## src/acs_pkg.sv

```systemverilog
// Constants, register map and field layout of the conversion sequencer.
// Assumes an APB master with 32-bit data and byte addresses on PADDR.
//
// Notes on behaviour
// - Writing start launches a conversion; bit reads one while busy, single mode clears it.
// - A channel change mid-conversion waits until the running conversion ends.
// - Completion sets result-ready; interrupt needs its enable and global enable.
// - Result-ready is set on every completion, even with its enable cleared.
// - With event start enabled, a routed event edge while idle starts a conversion.
// - Event input is edge sensitive; it sets the start bit, cleared on completion in single mode.
// - Free-running: start write begins, each completion restarts and sets result-ready.
// - Prescaler divides by the selected factor, runs when enabled and busy, held zero otherwise.
// - Prescaler held reset when idle; start delay is half factor plus two.
// - Plain conversion lasts 13 converter cycles; sample-hold two cycles after start.
// - Completion loads result and sets flag; reading result or writing one clears it.
// - Sampling lasts two plus sample delay plus sample length converter cycles.
// - Free-running period is 13 plus delay plus length cycles, no gap.
// - Channel and reference go to holding registers, copied to active while idle or waiting to start.
// - Active selection frozen at start, copying resumes in the final converter cycle.
// - Free-running channel change takes effect from the conversion after next.
// - While enabled, each new result gives a one-clock result-ready event pulse.
// - Result is a 10-bit value, right-adjusted in the result register.
`default_nettype none

package acs_pkg;

  localparam int unsigned AW = 8;
  localparam int unsigned DW = 32;
  localparam int unsigned RES_W = 10;
  localparam int unsigned CH_W = 5;
  localparam int unsigned REF_W = 3;
  localparam int unsigned PRE_W = 3;
  localparam int unsigned DLY_W = 4;
  localparam int unsigned LEN_W = 5;
  localparam int unsigned CNT_W = 7;
  localparam int unsigned DIV_W = 8;

  // Register byte addresses
  localparam logic [AW-1:0] ADDR_CTRL    = 8'h00;
  localparam logic [AW-1:0] ADDR_CHANNEL = 8'h04;
  localparam logic [AW-1:0] ADDR_REF     = 8'h08;
  localparam logic [AW-1:0] ADDR_CLOCK_DIVIDER_SELECT   = 8'h0c;
  localparam logic [AW-1:0] ADDR_SAMPLE_LENGTH_FIELD = 8'h10;
  localparam logic [AW-1:0] ADDR_SAMPLE_DELAY_FIELD = 8'h14;
  localparam logic [AW-1:0] ADDR_EVENT_CONTROL_REGISTER  = 8'h18;
  localparam logic [AW-1:0] ADDR_COMMAND = 8'h1c;
  localparam logic [AW-1:0] ADDR_INTEN   = 8'h20;
  localparam logic [AW-1:0] ADDR_INTERRUPT_FLAG_REGISTER = 8'h24;
  localparam logic [AW-1:0] ADDR_RESULT  = 8'h28;
  localparam logic [AW-1:0] ADDR_STATUS  = 8'h2c;

  // Bit positions
  localparam int unsigned BIT_ENABLE   = 0;
  localparam int unsigned BIT_CONTIN   = 1;
  localparam int unsigned BIT_ONE      = 0;
  localparam int unsigned STAT_CH_LSB  = 0;
  localparam int unsigned STAT_REF_LSB = 8;
  localparam int unsigned STAT_BUSY    = 16;

  // Timing in converter-clock cycles
  localparam logic [CNT_W-1:0] CONV_CYCLES = 7'h0d;
  localparam logic [CNT_W-1:0] SAMPLE_BASE = 7'h02;

  localparam logic [DW-1:0] ZERO_WORD = 32'h0000_0000;

  typedef enum logic [1:0] {
    ST_IDLE = 2'b00,
    ST_WAIT = 2'b01,
    ST_CONV = 2'b10
  } acs_state_e;

  // Division factor is 2 to the power of (select + 1)
  function automatic logic [DIV_W-1:0] acs_half_factor(input logic [PRE_W-1:0] sel);
    acs_half_factor = DIV_W'(1) << sel;
  endfunction : acs_half_factor

endpackage : acs_pkg

`default_nettype wire

```

## src/acs_clk_if.sv

```systemverilog
// Link between the sequencer and its converter-clock divider.
// Assumes both ends share one clock.
`default_nettype none

interface acs_clk_if;
  logic                     run;
  logic [acs_pkg::PRE_W-1:0] factor_sel;
  logic                     tick;

  modport ctl (output run, output factor_sel, input tick);
  modport div (input run, input factor_sel, output tick);
endinterface : acs_clk_if

`default_nettype wire

```

## src/acs_divider.sv

```systemverilog
// Converter-clock prescaler: a one-cycle tick marks each rising converter-clock edge.
// Assumes run drops whenever the block is disabled or idle.
`default_nettype none

module acs_divider (
  input  wire logic CLK,
  input  wire logic RESETN,
  acs_clk_if.div    lnk
);
  import acs_pkg::*;

  typedef struct packed {
    logic [DIV_W-1:0] cnt;
    logic             tick;
  } acs_div_s;

  acs_div_s s_q;
  acs_div_s s_d;
  logic [DIV_W-1:0] half;

  always_comb begin
    half = acs_half_factor(lnk.factor_sel);
    s_d  = s_q;
    s_d.tick = 1'b0;
    if (!lnk.run) begin
      s_d.cnt = '0;
    end else begin
      // Rising edge half a period in, so the start delay is fixed
      s_d.tick = (s_q.cnt == half - DIV_W'(1));
      if (s_q.cnt == (half << 1) - DIV_W'(1)) begin
        s_d.cnt = '0;
      end else begin
        s_d.cnt = s_q.cnt + DIV_W'(1);
      end
    end
  end

  always_ff @(posedge CLK) begin
    if (!RESETN) begin
      s_q <= '0;
    end else begin
      s_q <= s_d;
    end
  end

  assign lnk.tick = s_q.tick;

endmodule : acs_divider

`default_nettype wire

```

## src/acs_sequencer.sv

```systemverilog
// Conversion sequencer top: APB registers, start logic, conversion timing,
// selection locking and result capture.
// Assumes the analog core presents a settled result on CORE_RESULT at completion.
`default_nettype none

module acs_sequencer (
  input  wire logic                         CLK,
  input  wire logic                         RESETN,
  input  wire logic                         PSEL,
  input  wire logic                         PENABLE,
  input  wire logic                         PWRITE,
  input  wire logic [acs_pkg::AW-1:0]       PADDR,
  input  wire logic [acs_pkg::DW-1:0]       PWDATA,
  output logic      [acs_pkg::DW-1:0]       PRDATA,
  output logic                              PREADY,
  output logic                              PSLVERR,
  input  wire logic                         EVENT_IN,
  input  wire logic                         GLOBAL_IE,
  input  wire logic [acs_pkg::RES_W-1:0]    CORE_RESULT,
  output logic                              CONV_ACTIVE,
  output logic                              SAMPLE_HOLD,
  output logic      [acs_pkg::CH_W-1:0]     ACTIVE_CHANNEL,
  output logic      [acs_pkg::REF_W-1:0]    ACTIVE_REFERENCE,
  output logic                              RESULT_EVENT,
  output logic                              IRQ
);
  import acs_pkg::*;

  typedef struct packed {
    acs_state_e        state;
    logic              enable;
    logic              contin;
    logic [CH_W-1:0]   hold_ch;
    logic [REF_W-1:0]  hold_ref;
    logic [CH_W-1:0]   snap_ch;
    logic [REF_W-1:0]  snap_ref;
    logic [CH_W-1:0]   act_ch;
    logic [REF_W-1:0]  act_ref;
    logic [PRE_W-1:0]  clock_divider_select;
    logic [LEN_W-1:0]  sample_length_field;
    logic [DLY_W-1:0]  sample_delay_field;
    logic              ev_en;
    logic              ev_prev;
    logic              start;
    logic              rr_ie;
    logic              rr_flag;
    logic [RES_W-1:0]  result;
    logic [CNT_W-1:0]  cnt;
    logic              sh;
    logic              res_ev;
    logic              irq;
    logic              conv;
    logic              run;
    logic [DW-1:0]     rdata;
    logic              ready;
    logic              slverr;
  } acs_seq_s;

  acs_seq_s s_q;
  acs_seq_s s_d;

  acs_clk_if clk_lnk ();

  acs_divider u_div (
    .CLK    (CLK),
    .RESETN (RESETN),
    .lnk    (clk_lnk.div)
  );

  function automatic logic acs_mapped(input logic [AW-1:0] a);
    case (a)
      ADDR_CTRL, ADDR_CHANNEL, ADDR_REF, ADDR_CLOCK_DIVIDER_SELECT, ADDR_SAMPLE_LENGTH_FIELD, ADDR_SAMPLE_DELAY_FIELD,
      ADDR_EVENT_CONTROL_REGISTER, ADDR_COMMAND, ADDR_INTEN, ADDR_INTERRUPT_FLAG_REGISTER, ADDR_RESULT,
      ADDR_STATUS: acs_mapped = 1'b1;
      default:     acs_mapped = 1'b0;
    endcase
  endfunction : acs_mapped

  ////////////////////////////////////////////////////////////////////////////
  // Next state

  logic             setup;
  logic             wr;
  logic             rd;
  logic             ev_edge;
  logic [CNT_W-1:0] total;
  logic             last_cycle;
  logic             done;
  logic             go;
  logic             rr_clr;

  always_comb begin
    s_d        = s_q;
    setup      = PSEL && !PENABLE;
    wr         = PSEL && PENABLE && PREADY && PWRITE && acs_mapped(PADDR);
    rd         = PSEL && PENABLE && PREADY && !PWRITE;
    ev_edge    = EVENT_IN && !s_q.ev_prev;
    total      = CONV_CYCLES + CNT_W'(s_q.sample_delay_field) + CNT_W'(s_q.sample_length_field);
    last_cycle = (s_q.state == ST_CONV) && (s_q.cnt == total - CNT_W'(1));
    done       = last_cycle && clk_lnk.tick;
    go         = 1'b0;
    rr_clr     = 1'b0;

    s_d.ev_prev = EVENT_IN;
    s_d.sh      = 1'b0;
    s_d.res_ev  = 1'b0;

    // Register writes
    if (wr) begin
      case (PADDR)
        ADDR_CTRL: begin
          s_d.enable = PWDATA[BIT_ENABLE];
          s_d.contin = PWDATA[BIT_CONTIN];
        end
        ADDR_CHANNEL: s_d.hold_ch  = PWDATA[CH_W-1:0];
        ADDR_REF:     s_d.hold_ref = PWDATA[REF_W-1:0];
        ADDR_CLOCK_DIVIDER_SELECT:   s_d.clock_divider_select    = PWDATA[PRE_W-1:0];
        ADDR_SAMPLE_LENGTH_FIELD: s_d.sample_length_field  = PWDATA[LEN_W-1:0];
        ADDR_SAMPLE_DELAY_FIELD: s_d.sample_delay_field  = PWDATA[DLY_W-1:0];
        ADDR_EVENT_CONTROL_REGISTER:  s_d.ev_en    = PWDATA[BIT_ONE];
        ADDR_INTEN:   s_d.rr_ie    = PWDATA[BIT_ONE];
        ADDR_COMMAND: begin
          // A one while busy changes nothing
          if (PWDATA[BIT_ONE] && s_q.state == ST_IDLE) begin
            go = 1'b1;
          end else if (!PWDATA[BIT_ONE] && s_q.contin) begin
            s_d.start = 1'b0;
          end
        end
        ADDR_INTERRUPT_FLAG_REGISTER: rr_clr = PWDATA[BIT_ONE];
        default: ;
      endcase
    end
    if (rd && PADDR == ADDR_RESULT) begin
      rr_clr = 1'b1;
    end
    if (s_q.ev_en && ev_edge && s_q.state == ST_IDLE) begin
      go = 1'b1;
    end

    // Sequencing in converter-clock ticks
    case (s_q.state)
      ST_IDLE: begin
        s_d.act_ch  = s_q.hold_ch;
        s_d.act_ref = s_q.hold_ref;
        if (go && s_q.enable) begin
          s_d.start = 1'b1;
          s_d.state = ST_WAIT;
        end
      end
      ST_WAIT: begin
        s_d.act_ch  = s_q.hold_ch;
        s_d.act_ref = s_q.hold_ref;
        if (clk_lnk.tick) begin
          // Frozen from here on
          s_d.state    = ST_CONV;
          s_d.cnt      = '0;
          s_d.snap_ch  = s_q.hold_ch;
          s_d.snap_ref = s_q.hold_ref;
        end
      end
      ST_CONV: begin
        if (last_cycle) begin
          // Free-running restart uses the selection caught at this start
          s_d.act_ch  = s_q.contin ? s_q.snap_ch : s_q.hold_ch;
          s_d.act_ref = s_q.contin ? s_q.snap_ref : s_q.hold_ref;
        end
        if (clk_lnk.tick) begin
          if (s_q.cnt + CNT_W'(1) ==
              SAMPLE_BASE + CNT_W'(s_q.sample_delay_field) + CNT_W'(s_q.sample_length_field)) begin
            s_d.sh = 1'b1;
          end
          if (done) begin
            s_d.result = CORE_RESULT;
            s_d.res_ev = 1'b1;
            s_d.cnt    = '0;
            if (s_q.contin && s_q.start) begin
              s_d.snap_ch  = s_q.hold_ch;
              s_d.snap_ref = s_q.hold_ref;
              s_d.state    = ST_CONV;
            end else begin
              s_d.start = 1'b0;
              s_d.state = ST_IDLE;
            end
          end else begin
            s_d.cnt = s_q.cnt + CNT_W'(1);
          end
        end
      end
      default: s_d.state = ST_IDLE;
    endcase

    // Set wins over clear
    if (rr_clr) begin
      s_d.rr_flag = 1'b0;
    end
    if (done) begin
      s_d.rr_flag = 1'b1;
    end

    if (!s_q.enable) begin
      s_d.state  = ST_IDLE;
      s_d.start  = 1'b0;
      s_d.sh     = 1'b0;
      s_d.res_ev = 1'b0;
      s_d.cnt    = '0;
    end

    s_d.run  = s_d.enable && (s_d.state != ST_IDLE);
    // Registered copy so the pin comes straight from a flop
    s_d.conv = (s_d.state == ST_CONV);
    s_d.irq = s_d.rr_flag && s_d.rr_ie && GLOBAL_IE;

    // APB: answer prepared during setup, ready in the first access cycle
    s_d.ready  = setup;
    s_d.slverr = setup && !acs_mapped(PADDR);
    s_d.rdata  = ZERO_WORD;
    if (setup && !PWRITE) begin
      case (PADDR)
        ADDR_CTRL: begin
          s_d.rdata[BIT_ENABLE] = s_q.enable;
          s_d.rdata[BIT_CONTIN] = s_q.contin;
        end
        ADDR_CHANNEL: s_d.rdata[CH_W-1:0]  = s_q.hold_ch;
        ADDR_REF:     s_d.rdata[REF_W-1:0] = s_q.hold_ref;
        ADDR_CLOCK_DIVIDER_SELECT:   s_d.rdata[PRE_W-1:0] = s_q.clock_divider_select;
        ADDR_SAMPLE_LENGTH_FIELD: s_d.rdata[LEN_W-1:0] = s_q.sample_length_field;
        ADDR_SAMPLE_DELAY_FIELD: s_d.rdata[DLY_W-1:0] = s_q.sample_delay_field;
        ADDR_EVENT_CONTROL_REGISTER:  s_d.rdata[BIT_ONE]   = s_q.ev_en;
        ADDR_COMMAND: s_d.rdata[BIT_ONE]   = s_q.start;
        ADDR_INTEN:   s_d.rdata[BIT_ONE]   = s_q.rr_ie;
        ADDR_INTERRUPT_FLAG_REGISTER: s_d.rdata[BIT_ONE]   = s_q.rr_flag;
        ADDR_RESULT:  s_d.rdata[RES_W-1:0] = s_q.result;
        ADDR_STATUS: begin
          s_d.rdata[STAT_CH_LSB +: CH_W]   = s_q.act_ch;
          s_d.rdata[STAT_REF_LSB +: REF_W] = s_q.act_ref;
          s_d.rdata[STAT_BUSY]             = (s_q.state != ST_IDLE);
        end
        default: ;
      endcase
    end
  end

  ////////////////////////////////////////////////////////////////////////////
  // State register

  always_ff @(posedge CLK) begin
    if (!RESETN) begin
      s_q <= '0;
    end else begin
      s_q <= s_d;
    end
  end

  assign clk_lnk.run        = s_q.run;
  assign clk_lnk.factor_sel = s_q.clock_divider_select;

  ////////////////////////////////////////////////////////////////////////////
  // Outputs, all straight from the state register

  assign PRDATA           = s_q.rdata;
  assign PREADY           = s_q.ready;
  assign PSLVERR          = s_q.slverr;
  assign CONV_ACTIVE      = s_q.conv;
  assign SAMPLE_HOLD      = s_q.sh;
  assign ACTIVE_CHANNEL   = s_q.act_ch;
  assign ACTIVE_REFERENCE = s_q.act_ref;
  assign RESULT_EVENT     = s_q.res_ev;
  assign IRQ              = s_q.irq;

endmodule : acs_sequencer

`default_nettype wire

```

## config.mk

```make
export PLATFORM = sky130hd
export DESIGN_NAME = acs_sequencer
export DESIGN_NICKNAME = d
export VERILOG_FILES = /design/src/acs_pkg.sv /design/src/acs_clk_if.sv /design/src/acs_divider.sv /design/src/acs_sequencer.sv
export SDC_FILE = /design/constraint.sdc
export NUM_CORES = 1
export LEC_CHECK = 0
export BUFFER_PORTS_ARGS = -buffer_cell sky130_fd_sc_hd__buf_4
export CAP_MARGIN = 20
export CORE_MARGIN = 5
export CORE_UTILIZATION = 40
export DETAILED_ROUTE_END_ITERATION = 7
export GPL_TIMING_DRIVEN = 0
export PLACE_DENSITY = 0.57
export SLEW_MARGIN = 20
export SYNTH_ARGS = -nofsm -noshare
export SYNTH_HDL_FRONTEND = slang
export SYNTH_SLANG_ARGS = --single-unit
```

## constraint.sdc

```tcl
create_clock -name CLK -period 5.2 [get_ports CLK]
set_clock_uncertainty 0.15 [all_clocks]
set_input_delay 0.78 -clock CLK [delete_from_list [all_inputs] [get_ports CLK]]
set_output_delay 0.78 -clock CLK [all_outputs]
set_load 0.01 [all_outputs]
```

==> impl_metrics.tcl <==
set metrics [dict create \
    status "finished clean" \
    synth_area_um2 5150 \
    yosysMostFrequentCell "dfxtp_1" \
    grt_first_pass_wirelength_um 20500 \
    synth_common_cells "dfxtp_1 (90), mux2i_1 (47), nand2_1 (45), buf_4 (41), nor2_1 (39)" \
    finalWirelength_um 13000 \
    portBuffers 52 \
    maxCapViolCount 0 \
    avgSynthCellArea_um2 8.80 \
    antenna_found_initial 0 \
    placedCellCount 829 \
    die_w_um 123 \
    vias 4244 \
    grt_pass1_vias 4084 \
    slowest_stage "or4_1" \
    via_per_inst 5.02 \
    crit_fanout 10 \
    final_area_um2 6150 \
    rsz0062_at_grt "no" \
    synthCells 585 \
    fmax_ghz 0.247 \
    drv_slew 0 \
    fp.dieArea_um2 15200 \
    grt_use_total_pct 17.4 \
    required_ps 5300 \
    power.leakage_nw 2.42 \
    grt_overflow 0 \
    hp-class "flip-flop to flip-flop" \
    gp_congestion 0.894 \
    slowest_delay_ps 560 \
    crit_chain "inv_1, ha_1, ha_1, inv_1, fa_1, xnor2_1, or4_1, or4_1, buf_6, nor3_2, buf_4, mux2i_1, nor2b_1" \
    ys_ff_latch 90 \
    start_util_pct 40.8 \
    route.detailed.drc 0 \
    timing.hold.ws_ps 325 \
    final_util_pct 48.7 \
    power_mw 1.45 \
    antenna_cells 0 \
    tightest_slew_ps 930 \
    wl_per_cell_um 15.4 \
    cts-resized-gates 0 \
    startpoint_type "flip-flop" \
    synth-edff-count 0 \
    yosysUniqueCellTypes 54 \
    post_cts_buffers 0 \
    dp_hpwl_um 9990 \
    clock_latency_ps 360 \
    drive_gt1_share_pct 18.7 \
    nNetsFinal 749 \
    rows 41 \
    pin_count 103 \
    pre_cts_ws_ps 1160 \
    antenna_left 0 \
    critPathArrivalTime_ps 4140 \
    clk_pin_slew_ps 70 \
    synthTopCellsByArea "dfxtp_1 (35%), mux2i_1 (9.1%), buf_4 (6.0%), ha_1 (5.3%), nor2b_1 (4.5%)" \
    dr.pass1.iters 8 \
    cts_buffers 9 \
    clk_path_buf_depth 2 \
    place_area_um2 5840 \
    cts_max_level 3 \
    ys.flop_type "dfxtp_1" \
    setup_slack_ps 1150 \
    worst_setup_path_end_kind "flip-flop" \
    yosys_warnings 0 \
    yosysTopAreaCellShare_pct 35.0 \
    setup_viol 0 \
    fin_crit_sh_pct 77.8 \
    grt_max_degree 18 \
    drtIter0Drc 263 \
    layout_min_cycle_time_ps 4050 \
    cts-root-buf "clkbuf_16" \
    async_flop_share_pct 0 \
    stdcell_count 845 \
    r2r_cells 13 \
    powerDensity_nw_per_um2 236 \
    die_h_um 123 \
    yosys.area.top_type "dfxtp_1" \
    slew_headroom_pct 37.0 \
    peakVddDrop_mv 0.112 \
    min_path_cells 1 \
    cts_sinks 90 \
    tritoncts "yes" \
    hold_viol 0 \
    final.setup.tns_ps 0 \
    critical_path_class "flip-flop to flip-flop" \
    hold_buffers 0 \
    yosysSeqAreaShare_pct 35.0 \
    synthToLayoutAreaGrowth_pct 19.4 \
    core_area_um2 12600 \
]
## flip-flops by register name, summed over array words and instances, names as in the netlist
register / flops
RESULT_EVENT: 1
ACTIVE_CHANNEL: 5
clk_lnk.run: 1
clk_lnk.factor_sel: 3
CONV_ACTIVE: 1
ACTIVE_REFERENCE: 3
PRDATA: 12
s_q: 51
u_div.s_q: 8
IRQ: 1
SAMPLE_HOLD: 1
PREADY: 1
PSLVERR: 1
u_div.lnk.tick: 1
## layout make-up
class,count,area (um2)
multi-input cells,419,2900
well taps,172,215
fillers,1255,6470
clock inverters,7,83.8
clock buffers,9,225
repair buffers,53,398
flip-flops and latches,90,1800
inverters,24,90.1
plain buffers,71,435
## power breakdown
| part | total, mW | internal (mW) | switching [mW] |
|---|---|---|---|
| registers | 0.690 | 0.690 | 0.000414 |
| logic | 0.0735 | 0.0338 | 0.0396 |
| clock network | 0.690 | 0.382 | 0.308 |
| total | 1.45 | 1.11 | 0.348 |
## worst max-delay path, delay by kind of cell, from the launching register on
| kind | cells | cell delay, ps |
|---|---|---|
| and+or+nand+nor | 4 | 1450 |
| xor gates and xnor gates | 1 | 140 |
| muxes | 1 | 220 |
| buffers and inverters | 4 | 620 |
| DFF | 1 | 410 |
| adders and majority gates | 3 | 950 |
## metal layers
metal  global-route usage, %  vias up  wire, um
met1                    22.7     1997      5940
met3                    3.61       15       732
met4                    6.30        0       214
met5                       0        -         0
met2                    28.6      121      6100
li1                        -     2111         -
## cell usage in the layout, fill, tap and decap left out, types with 8 or more instances in the layout
cell,instances
a21boi_0,8
a21oi_1,13
a22oi_1,13
and3_1,14
buf_4,94
clkbuf_1,28
clkbuf_16,9
conb_1,20
dfxtp_1,90
ha_1,22
inv_1,24
mux2_2,8
mux2i_1,47
nand2_1,45
nand3_1,18
nor2_1,39
nor2b_1,37
nor3_1,11
nor4_1,8
o21ai_0,18
xnor2_1,21
xor2_1,19
## cells by family (layout without fill, tap and decap cells)
kind of cell	after synthesis	count (layout)	share of synthesized area [%]
AO/OA/AOI/OAI	79	79	10.6
adder cells (fa/ha/maj)	24	24	6.12
flip-flops	90	90	35.0
multiplexers	55	55	10.9
XOR/XNOR	40	40	6.80
buffers and inverters	95	164	10.2
AND/OR/NAND/NOR	201	201	20.3
other	1	20	0.0728
## path summary, 6_finish.rpt
path / end / startpoint / slack, ps
min reg2reg: PRDATA[6] / s_q[52] / 320
max reg2reg: s_q[53] / s_q[66] / 1150
min: PRDATA[6] / s_q[52] / 320
max: s_q[53] / s_q[66] / 1150
Power figures use the tool's default switching activity.
